==> src/jog_ctrl_regs.vh <==
// register map, field positions, reset values and timing counts of the jog controller
`ifndef JOG_CTRL_REGS_VH
`define JOG_CTRL_REGS_VH

`define OFS_CTRL       8'h00
`define OFS_STATUS     8'h04
`define OFS_CMD_VEL    8'h08
`define OFS_TIMEBASE   8'h0c
`define OFS_VEL0       8'h10
`define OFS_VEL1       8'h14
`define OFS_ACC0       8'h18
`define OFS_ACC1       8'h1c
`define OFS_DEC0       8'h20
`define OFS_DEC1       8'h24
`define OFS_STOP_DEC   8'h28

`define CTRL_SET_SEL   0
`define CTRL_POS_HOLD  1
`define CTRL_NEG_HOLD  2
`define CTRL_MOVE_HOLD 3
`define CTRL_HALT      4
`define CTRL_POS0      8
`define CTRL_NEG0      9
`define CTRL_POS1      10
`define CTRL_NEG1      11

`define ST_ACCEL       0
`define ST_AT_SPEED    1
`define ST_DECEL       2
`define ST_ACTIVE      3
`define ST_DONE        4
`define ST_JOG1_BASE   8
`define ST_ANY_DONE    16
`define ST_HALTING     17
`define ST_HOLD_STOP   18

`define RST_VEL        32'h0000_1000
`define RST_ACC        32'h0000_0010
`define RST_STOP_DEC   32'h0000_0040

`define CLK_PERIOD_NS  25
`define RT_TICK_NS     1000
`define RT_TICK_CYC    ((`RT_TICK_NS) / (`CLK_PERIOD_NS))

`endif

==> src/dual_jog_profile_controller.v <==
// two-set jog profile generator with an avalon-mm register slave
//
// Notes on behaviour
// select level picks set zero or one
// select change ramps between set velocities
// halt command decelerates at active decel
// each set has own accel, decel
// accelerating flag until target reached
// at-speed set at target, cleared on ramp
// done at zero speed until restarted
// active from ramp start to stop
// decelerating flag throughout deceleration ramp
// negative start bit jogs negative
// positive start bit jogs positive
// per-set real-time or sync time base
// same set velocity for both request kinds
// hold level blocks all motion
// motion statement stalls while hold asserted
// hold stops at stop decel, real-time
// hold requests run while held, stop after
// shared done flag, cleared on new jog
// both directions together decelerate to zero; opposite start bits of the two sets jog in the set-1 direction
// hold ignores starts; done at zero only
//
// Decided for this implementation: the register addresses and the Avalon-MM register port.
`include "jog_ctrl_regs.vh"
`timescale 1ns/10ps
`default_nettype none

module dual_jog_profile_controller #(
  parameter VW     = 24,
  parameter RT_CYC = `RT_TICK_CYC
) (
  input  wire          i_ref_clk,
  input  wire          i_resetn,
  input  wire [7:0]    i_address,
  input  wire          i_read,
  input  wire          i_write,
  input  wire [31:0]   i_writedata,
  output reg  [31:0]   o_readdata,
  output wire          o_waitrequest,
  input  wire          i_sync_tick,
  input  wire          i_prog_move_req,
  output wire          o_prog_stall,
  output reg  [VW-1:0] o_cmd_vel
);

  reg          ack;
  reg  [31:0]  ctrl;
  reg  [1:0]   timebase;
  reg  [VW-1:0] vel [0:1];
  reg  [VW-1:0] acc [0:1];
  reg  [VW-1:0] dec [0:1];
  reg  [VW-1:0] stop_dec;
  reg          halting;
  reg          running;
  reg          owner;
  wire [1:0]   done;
  reg          any_done;
  reg  [15:0]  rt_cnt;
  reg          rt_tick;
  reg  signed [VW-1:0] tgt;

  // reset values and the real-time divider end point, cut to the widths they meet
  localparam [31:0] VEL_INIT  = `RST_VEL;
  localparam [31:0] RATE_INIT = `RST_ACC;
  localparam [31:0] STOP_INIT = `RST_STOP_DEC;
  localparam [31:0] RT_FULL   = RT_CYC;
  localparam [15:0] RT_LAST   = RT_FULL[15:0] - 16'h0001;

  wire signed [VW-1:0] cmd = o_cmd_vel;
  wire         access = (i_read | i_write) & ~ack;
  wire         wr = i_write & ack;

  // one wait state: every access completes on the second edge
  assign o_waitrequest = (i_read | i_write) & ~ack;

  always @(posedge i_ref_clk or negedge i_resetn) begin
    if (!i_resetn) begin
      ack <= 1'b0;
    end else begin
      ack <= access;
    end
  end

  wire move_hold = ctrl[`CTRL_MOVE_HOLD];
  assign o_prog_stall = move_hold & i_prog_move_req;

  // an explicit start bit names its own set, otherwise the select level decides
  wire start1 = ctrl[`CTRL_POS1] | ctrl[`CTRL_NEG1];
  wire start0 = ctrl[`CTRL_POS0] | ctrl[`CTRL_NEG0];
  wire use_set = start1 ? 1'b1 : (start0 ? 1'b0 : ctrl[`CTRL_SET_SEL]);
  wire want_pos = ctrl[`CTRL_POS_HOLD] | (use_set ? ctrl[`CTRL_POS1] : ctrl[`CTRL_POS0]);
  wire want_neg = ctrl[`CTRL_NEG_HOLD] | (use_set ? ctrl[`CTRL_NEG1] : ctrl[`CTRL_NEG0]);
  wire any_req = want_pos | want_neg;
  wire signed [VW-1:0] set_vel = vel[use_set];

  reg signed [VW-1:0] next_tgt;
  always @* begin
    next_tgt = {VW{1'b0}};
    if (move_hold || halting) begin
      next_tgt = {VW{1'b0}};
    end else if (want_pos && want_neg) begin
      next_tgt = {VW{1'b0}};
    end else if (want_pos && (running || !move_hold)) begin
      next_tgt = set_vel;
    end else if (want_neg) begin
      next_tgt = -set_vel;
    end
  end

  // real-time base; the hold stop always uses it whatever the set's base
  always @(posedge i_ref_clk or negedge i_resetn) begin
    if (!i_resetn) begin
      rt_cnt  <= 16'h0000;
      rt_tick <= 1'b0;
    end else if (rt_cnt == RT_LAST) begin
      rt_cnt  <= 16'h0000;
      rt_tick <= 1'b1;
    end else begin
      rt_cnt  <= rt_cnt + 16'h0001;
      rt_tick <= 1'b0;
    end
  end

  wire tick = move_hold ? rt_tick : (timebase[use_set] ? i_sync_tick : rt_tick);

  // direction of step and whether magnitude is growing
  wire         go_up   = cmd < tgt;
  wire         go_dn   = cmd > tgt;
  wire         growing = go_up ? (cmd >= 0) : (cmd <= 0);
  wire [VW-1:0] rate   = move_hold ? stop_dec : (growing ? acc[use_set] : dec[use_set]);
  // never step past zero while reversing, so decel and accel use their own rates
  wire signed [VW-1:0] limit = ((cmd < 0 && tgt > 0) || (cmd > 0 && tgt < 0)) ? {VW{1'b0}} : tgt;
  wire signed [VW:0] up_sum = {cmd[VW-1], cmd} + {1'b0, rate};
  wire signed [VW:0] dn_sum = {cmd[VW-1], cmd} - {1'b0, rate};
  wire signed [VW:0] lim_x  = {limit[VW-1], limit};

  reg signed [VW-1:0] next_cmd;
  always @* begin
    next_cmd = cmd;
    if (tick && running && go_up) begin
      next_cmd = (up_sum > lim_x) ? limit : up_sum[VW-1:0];
    end else if (tick && running && go_dn) begin
      next_cmd = (dn_sum < lim_x) ? limit : dn_sum[VW-1:0];
    end
  end

  wire start_now = !running && !move_hold && !halting && (next_tgt != 0);
  wire finish    = running && (cmd == 0) && (tgt == 0) && !start_now;

  // target lags the control word by one edge; velocity follows the target
  always @(posedge i_ref_clk or negedge i_resetn) begin
    if (!i_resetn) begin
      o_cmd_vel <= {VW{1'b0}};
      tgt       <= {VW{1'b0}};
    end else begin
      tgt       <= next_tgt;
      o_cmd_vel <= next_cmd;
    end
  end

  // halt is a one-cycle write, so it is latched until the axis is at rest
  // and no request is left; otherwise a held request would restart at once
  wire halt_wr = wr && (i_address == `OFS_CTRL) && i_writedata[`CTRL_HALT];

  always @(posedge i_ref_clk or negedge i_resetn) begin
    if (!i_resetn) begin
      halting <= 1'b0;
    end else if (halt_wr) begin
      halting <= 1'b1;
    end else if (!running && !any_req) begin
      halting <= 1'b0;
    end
  end

  // one profile at a time; the set that started it owns its status
  always @(posedge i_ref_clk or negedge i_resetn) begin
    if (!i_resetn) begin
      running <= 1'b0;
      owner   <= 1'b0;
    end else if (start_now) begin
      running <= 1'b1;
      owner   <= use_set;
    end else if (finish) begin
      running <= 1'b0;
    end
  end

  always @(posedge i_ref_clk or negedge i_resetn) begin
    if (!i_resetn) begin
      any_done <= 1'b0;
    end else if (start_now) begin
      any_done <= 1'b0;
    end else if (finish) begin
      any_done <= 1'b1;
    end
  end

  // per-set done flag and status word
  wire [4:0] st_set [0:1];
  genvar g;
  generate
    for (g = 0; g < 2; g = g + 1) begin : g_set
      reg set_done;
      always @(posedge i_ref_clk or negedge i_resetn) begin
        if (!i_resetn) begin
          set_done <= 1'b0;
        end else if (start_now && (use_set == g)) begin
          set_done <= 1'b0;
        end else if (finish && (owner == g)) begin
          set_done <= 1'b1;
        end
      end
      assign done[g]   = set_done;
      assign st_set[g] = ((owner == g) ? st_own : 5'h00) | {set_done, 4'h0};
    end
  endgenerate

  // per-jog status, owned by the set that started the motion
  wire moving_on = running && (cmd != tgt);
  wire st_accel  = moving_on && (cmd == 0 ? tgt != 0 : growing);
  wire st_decel  = moving_on && !st_accel;
  wire st_at     = running && (cmd == tgt) && (tgt != 0);
  wire [4:0] st_own = {1'b0, running, st_decel, st_at, st_accel};
  wire [4:0] st0       = st_set[0];
  wire [4:0] st1       = st_set[1];
  // a stop forced by the hold is shown apart from a halt command
  wire       hold_stop = move_hold && running;
  wire [31:0] status = {13'h0000, hold_stop, halting, any_done,
                        3'h0, st1, 3'h0, st0};

  // registers; the halt bit is a write-only pulse and reads zero
  always @(posedge i_ref_clk or negedge i_resetn) begin
    if (!i_resetn) begin
      ctrl     <= 32'h0000_0000;
      timebase <= 2'b00;
      vel[0]   <= VEL_INIT[VW-1:0];
      vel[1]   <= VEL_INIT[VW-1:0];
      acc[0]   <= RATE_INIT[VW-1:0];
      acc[1]   <= RATE_INIT[VW-1:0];
      dec[0]   <= RATE_INIT[VW-1:0];
      dec[1]   <= RATE_INIT[VW-1:0];
      stop_dec <= STOP_INIT[VW-1:0];
    end else if (wr) begin
      case (i_address)
        `OFS_CTRL:     ctrl     <= i_writedata & 32'h0000_0f0f;
        `OFS_TIMEBASE: timebase <= i_writedata[1:0];
        `OFS_VEL0:     vel[0]   <= {1'b0, i_writedata[VW-2:0]};
        `OFS_VEL1:     vel[1]   <= {1'b0, i_writedata[VW-2:0]};
        `OFS_ACC0:     acc[0]   <= {1'b0, i_writedata[VW-2:0]};
        `OFS_ACC1:     acc[1]   <= {1'b0, i_writedata[VW-2:0]};
        `OFS_DEC0:     dec[0]   <= {1'b0, i_writedata[VW-2:0]};
        `OFS_DEC1:     dec[1]   <= {1'b0, i_writedata[VW-2:0]};
        `OFS_STOP_DEC: stop_dec <= {1'b0, i_writedata[VW-2:0]};
        default:       ctrl     <= ctrl;
      endcase
    end
  end

  reg [31:0] next_rd;
  always @* begin
    case (i_address)
      `OFS_CTRL:     next_rd = ctrl;
      `OFS_STATUS:   next_rd = status;
      `OFS_CMD_VEL:  next_rd = {{(32-VW){cmd[VW-1]}}, cmd};
      `OFS_TIMEBASE: next_rd = {30'h0000_0000, timebase};
      `OFS_VEL0:     next_rd = {{(32-VW){1'b0}}, vel[0]};
      `OFS_VEL1:     next_rd = {{(32-VW){1'b0}}, vel[1]};
      `OFS_ACC0:     next_rd = {{(32-VW){1'b0}}, acc[0]};
      `OFS_ACC1:     next_rd = {{(32-VW){1'b0}}, acc[1]};
      `OFS_DEC0:     next_rd = {{(32-VW){1'b0}}, dec[0]};
      `OFS_DEC1:     next_rd = {{(32-VW){1'b0}}, dec[1]};
      `OFS_STOP_DEC: next_rd = {{(32-VW){1'b0}}, stop_dec};
      default:       next_rd = 32'h0000_0000;
    endcase
  end

  // read data sampled on the waited cycle, valid at the edge waitrequest drops
  always @(posedge i_ref_clk or negedge i_resetn) begin
    if (!i_resetn) begin
      o_readdata <= 32'h0000_0000;
    end else if (access && i_read) begin
      o_readdata <= next_rd;
    end
  end

endmodule

`default_nettype wire

==> config.mk <==
export PLATFORM = sky130hd
export DESIGN_NAME = dual_jog_profile_controller
export DESIGN_NICKNAME = d
export VERILOG_FILES = /design/src/dual_jog_profile_controller.v
export VERILOG_INCLUDE_DIRS = /design/src /design/src/src
export SDC_FILE = /design/constraint.sdc
export NUM_CORES = 1
export LEC_CHECK = 0
export BUFFER_PORTS_ARGS = -buffer_cell sky130_fd_sc_hd__buf_2
export CAP_MARGIN = 0
export CORE_UTILIZATION = 35
export CTS_CLUSTER_SIZE = 10
export DETAILED_ROUTE_END_ITERATION = 10
export PLACE_DENSITY = 0.58
export SLEW_MARGIN = 30
export SYNTH_ARGS = -nofsm -noshare
export SYNTH_HDL_FRONTEND = slang
export SYNTH_SLANG_ARGS = --single-unit
==> constraint.sdc <==
create_clock -name i_ref_clk -period 20.1 [get_ports i_ref_clk]
set_input_delay 2.01 -clock i_ref_clk [delete_from_list [all_inputs] [get_ports i_ref_clk]]
set_output_delay 2.01 -clock i_ref_clk [all_outputs]
set_load 0.01 [all_outputs]
; ---- Word-level counts from Yosys, hierarchy flattened
; Cells that the tools add are included.
; W data, S select, Z words.
[classes]
add_sub_neg = 4
muxes = 45
bitwise = 15
n_eq_ne = 13
order_cmp = 12
n_reduce_logical = 55
[op_table]
columns = operator, count
row1 = $mux W24, 17
row2 = $pmux W32 S11, 1
row3 = $mux W23, 3
row4 = $logic_not A32 Y1, 2
row5 = $reduce_bool A32 Y1, 2
row6 = $gt A24 B1 Y1 const B, 2
row7 = $lt A24 B1 Y1 const B, 2
row8 = $eq A8 B5 Y1 const B, 4
row9 = $logic_and A1 B1 Y1, 27
row10 = $add A25 B24 Y25, 1
row11 = $gt A25 B24 Y1, 1
row12 = $lt A25 B24 Y1, 1
row13 = $sub A25 B24 Y25, 1
row14 = $eq A24 B24 Y1, 1
row15 = $eq A8 B6 Y1 const B, 3
row16 = $ge A24 B1 Y1 const B, 1
row17 = $gt A24 B24 Y1, 1
row18 = $le A24 B1 Y1 const B, 1
row19 = $lt A24 B24 Y1, 1
row20 = $ne A24 B24 Y1, 1
row21 = $neg A24 Y24, 1
row22 = $mux W1, 21
row23 = $reduce_and A2 Y1, 9
row24 = $add A16 B1 Y16 const B, 1
row25 = other kinds (16), 39
[word_totals]
out_inout_bits = 58
regBits = 275
inputBits = 46

; ---- Longest topological paths before layout
[logic_depth]
word_depth = 19
mapped_depth = 34
ltp_nobuf = 31

; ---- Worst setup path before layout
; OpenSTA, ideal clock, no wires.
[synth_timing]
path_type = reg-to-reg
start = reg o_cmd_vel[3]
end = reg o_cmd_vel[18]
stages_incl_launch_ff = 31
n_path_buf = 2
setup_time_ps = 95
t_arrival_ps = 8018
synth_period_minus_slack_ps = 8113
path_slack_ps = 11987
path_cell_list = dfrtp_1 -> ha_1 -> a2111oi_0 -> a21oi_1 -> o311ai_0 -> a21oi_1 -> o21ai_0 -> nor3b_1 -> clkbuf_1 -> mux2_2 -> o21ai_0 -> ha_1 -> a211oi_1 -> o21a_1 -> or3_1 -> a21oi_1 -> o311ai_0 -> a21oi_1 -> o41ai_1 -> xnor2_1 -> ha_1 -> a211oi_1 -> nand3_1 -> nor3_1 -> o21ai_0 -> o21ai_1 -> a21oi_1 -> mux2i_1 -> clkbuf_1 -> a21oi_1 -> o31ai_1
[synth_via]
elab_chain_cells = 9
word_cells_on_any_way = 24
classes_between = add/sub: 2 / order compare: 8 / mux: 8 / reduce/logical: 6
[synth_rtl]
columns = item, line
row1 = "start, declared", dual_jog_profile_controller.v:45  ; output reg [VW-1:0] o_cmd_vel
row2 = "start signal, assigned", dual_jog_profile_controller.v:155  ; o_cmd_vel <= {VW{1'b0}};
row3 = "start signal, assigned", dual_jog_profile_controller.v:159  ; o_cmd_vel <= next_cmd;
row4 = $le A24 B1 Y1 (tied with other cells), dual_jog_profile_controller.v:131  ; wire growing = go_up ? (cmd >= 0) : (cmd <= 0);
row5 = $mux W1, dual_jog_profile_controller.v:131
row6 = $mux W24 (2 in a row), dual_jog_profile_controller.v:132  ; wire [VW-1:0] rate = move_hold ? stop_dec : (growing ? acc[use_set] : dec[use_set]);
row7 = $sub A25 B24 Y25, dual_jog_profile_controller.v:136  ; wire signed [VW:0] dn_sum = {cmd[VW-1], cmd} - {1'b0, rate};
row8 = $lt A25 B24 Y1, dual_jog_profile_controller.v:145  ; next_cmd = (dn_sum < lim_x) ? limit : dn_sum[VW-1:0];
row9 = $mux W24, dual_jog_profile_controller.v:145
row10 = $mux W24, dual_jog_profile_controller.v:144  ; end else if (tick && running && go_dn) begin
row11 = $mux W24, dual_jog_profile_controller.v:142  ; if (tick && running && go_up) begin
; Parallel ways exist; a longest one is shown, timed or not. The select of a mux whose other input is x is not followed.
; A chain may end at the register's enable or synchronous reset.

; ---- Final worst setup path
[layout_timing]
start = reg o_cmd_vel[15]
end = reg o_cmd_vel[19]
; Same word-level chain as after synthesis.

==> flow_summary_export.csv <==
group,metric,value,unit
die,die_h,231,µm
setup_path,path_buf_inv,1,
timing,maxSlewHeadroom,0.275,
global_route,grt_pass1_vias,15900,
synthesis,ys_ff_latch,267,
global_route,antenna_found_initial,2,
die,initial_core_util,0.357,
global_route,grt_start_max_net_pins,101,
timing,finalSetupTns,0,ps
placement,gp_congestion,0.974,
clock_network,clkTransAtPathRegs,60,ps
setup_path,crit_path_top_delay_cell,"mux2i_2",
synthesis,ys.flop_type,"dfrtp_1",
hold_path,hold_class,"flop to flop",
clock_network,htree_levels,2,
timing,period_share,0.540,
power_and_ir_drop,leakagePower,9.73,nW
die,coreArea,51600,µm²
synthesis,synth_cell_type_count,78,
clock_network,post_cts_buffers,0,
clock_network,clockBufferDepth,3,
die,row_count,83,
timing,setup_viol,0,
synthesis,synth_nets,2060,
cells_and_area,drive_above_1_share,0.215,
synthesis,synth_area,18400,µm²
power_and_ir_drop,power_density,133,nW/µm²
clock_network,cts_tree,"yes",
timing,slew_viol_final,0,
detailed_routing,wl_per_cell,24.8,µm
power_and_ir_drop,power,2.77,mW
placement,postPlaceCellArea,19600,µm²
clock_network,cts.hold.buffers_added,0,
detailed_routing,vias,16000,
cells_and_area,finalNetCount,2114,
synthesis,yosys.area.top_type,"dfrtp_1",
synthesis,yosys_warnings,0,
timing,hold_viol,0,
clock_network,clk_latency,560,ps
detailed_routing,final_antenna_net_count,0,
synthesis,synth_async_sr_flop_share,1.00,
placement,port_buffers,94,
synthesis,synth.area.top_cells,"dfrtp_1 35%, mux2_2 12%, ha_1 8.9%",
setup_path,path_max_fanout,25,
timing,rsz0062_at_grt,"false",
placement,hpwl,47000,µm
timing,clock_skew,22.7,ps
detailed_routing,drcViolationCount,0,
cells_and_area,final_area,20800,µm²
global_route,overflow,0,
power_and_ir_drop,peakVddDrop,0.0756,mV
placement,placed_cells,2577,
setup_path,cp-end-kind,"flop",
die,dieArea,53600,µm²
timing,fmax,0.0921,GHz
synthesis,synth-edff-count,0,
setup_path,worstSetupPathType,"flop to flop",
detailed_routing,totalWireLength,65500,µm
clock_network,cts_root_buf,"clkbuf_16",
setup_path,critPathMaxStageDelay,870,ps
detailed_routing,viasPerCell,6.06,
setup_path,cpLargestDelayFamily,"compound AO/OA/AOI/OAI gates",
die,io_pins,104,
synthesis,yosysSeqAreaShare,0.363,
cells_and_area,post_layout_nonfiller_instances,2639,
clock_network,cts-resized-gates,0,
setup_path,critPathLaunchType,"flop",
synthesis,synth_cells,1881,
clock_network,numCtsBuffers,36,
detailed_routing,dr.pass1.iters,8,
global_route,grt_pass1_wl,98800,µm
setup_path,cp.arrival,11310,ps
outcome,status,"complete, no violations",
detailed_routing,drtIter0Drc,1644,
clock_network,clock_sinks,267,
synthesis,syn_area_per_cell,9.79,µm²
job,max_cap_violations,0,
global_route,grt.total_usage,0.243,
timing,period_minus_slack,10850,ps
setup_path,critPathRequiredTime,20550,ps
cells_and_area,area_delta_synth_final,12.8,%
timing,tightest_slew,1080,ps
die,chipWidth,231,µm
synthesis,synth_top_area_share,0.353,
==> layout by cell type (no fill, tap or decap), drive strengths merged, types with 13 or more instances in the layout <==
master,instances
a21oi,100
a211oi,26
xnor2,42
nand4,23
mux2i,70
a31oi,36
o31ai,22
nor2,116
nand2,125
mux2,197
a22oi,36
a222oi,35
inv,64
nor4,23
nand3,35
and2,17
dfrtp,260
o21a,38
o21ai,87
buf,117
or2,14
ha,131
nor3,46
xor2,22
clkbuf,52
and3,13
a21o,26
or4,13
==> report_power, final <==
part           switching, mW  internal (mW)  leakage [nW]
Clock                  0.255          0.385         0.572
Combinational          0.879          0.563          5.50
Sequential             0.111          0.573          3.65
==> flip-flops by register name (all words and copies together), names as in the netlist <==
signal          count
running             1
o_cmd_vel          24
acc                46
dec                46
stop_dec           23
ctrl                8
halting             1
ack                 1
any_done            1
o_readdata         24
rt_cnt             16
rt_tick             1
timebase            2
tgt                24
owner               1
g_set.set_done      2
vel                46
==> layout make-up <==
class,instances,area (µm²)
fillers,5010,30800
multi-input cells,1452,11200
flip-flops and latches,267,6690
clock buffers,52,1030
well taps,680,851
repair buffers,117,661
inverters,61,229
clock inverters,9,133
diodes,1,2.50
==> per-stage QoR <==
stage / utilization / hold WS [ps] / setup slack [ps]
6_report: 0.402 / 450 / 9250
5_1_grt: 0.402 / 481 / 8620
4_1_cts: 0.402 / 453 / 9420
3_5_place_dp: 0.380 / 444 / 9440
3_3_place_gp: 0.380 / 429 / 9540
2_1_floorplan: - / 433 / 11990
==> worst paths after layout <==
check	slack, ps	depth (start not counted)	from	to
worst min-delay path	450	1	ack	ack
max in group asynchronous	17320	2	i_resetn	rt_cnt[10]
worst min register to register	450	1	ack	ack
worst max-delay path	9250	30	o_cmd_vel[15]	o_cmd_vel[19]
worst max register to register	9250	30	o_cmd_vel[15]	o_cmd_vel[19]
min in group asynchronous	1480	1	i_resetn	o_cmd_vel[3]
==> worst register-to-register path: cells and delay by family (launching register included) <==
kind,cells,cell delay [ps]
compound gates,16,5660
simple gates,7,1370
xor+xnor,1,140
buf+inv,1,500
flops,1,530
fa+ha+maj,3,1170
mux,2,1360
==> cells in the mapped netlist, drive strengths merged (14+ instances only) <==
library cell	instances
a211oi	26
a21o	26
a21oi	100
a222oi	35
a22oi	36
a31oi	36
and2	17
buf	37
clkbuf	64
dfrtp	260
ha	131
inv	61
mux2	197
mux2i	70
nand2	125
nand3	35
nand4	23
nor2	116
nor3	46
nor4	23
o21a	38
o21ai	87
o31ai	22
or2	14
xnor2	42
xor2	22
==> metal layers <==
metal | track usage | up-vias | wire, µm
met5 | 0 | - | 17
met4 | 0.0865 | 2 | 1920
met3 | 0.0500 | 119 | 5080
met2 | 0.380 | 648 | 29800
met1 | 0.331 | 8006 | 28700
li1 | - | 7214 | -
==> kinds of logic after synthesis <==
group | synth area share
AND/OR/NAND/NOR | 0.129
flip-flops | 0.363
adder cells (fa/ha/maj) | 0.0912
buffers and inverters | 0.0354
AO/OA/AOI/OAI | 0.193
XOR/XNOR | 0.0304
multiplexers | 0.158
No activity file was read; power rests on OpenSTA's default activity.
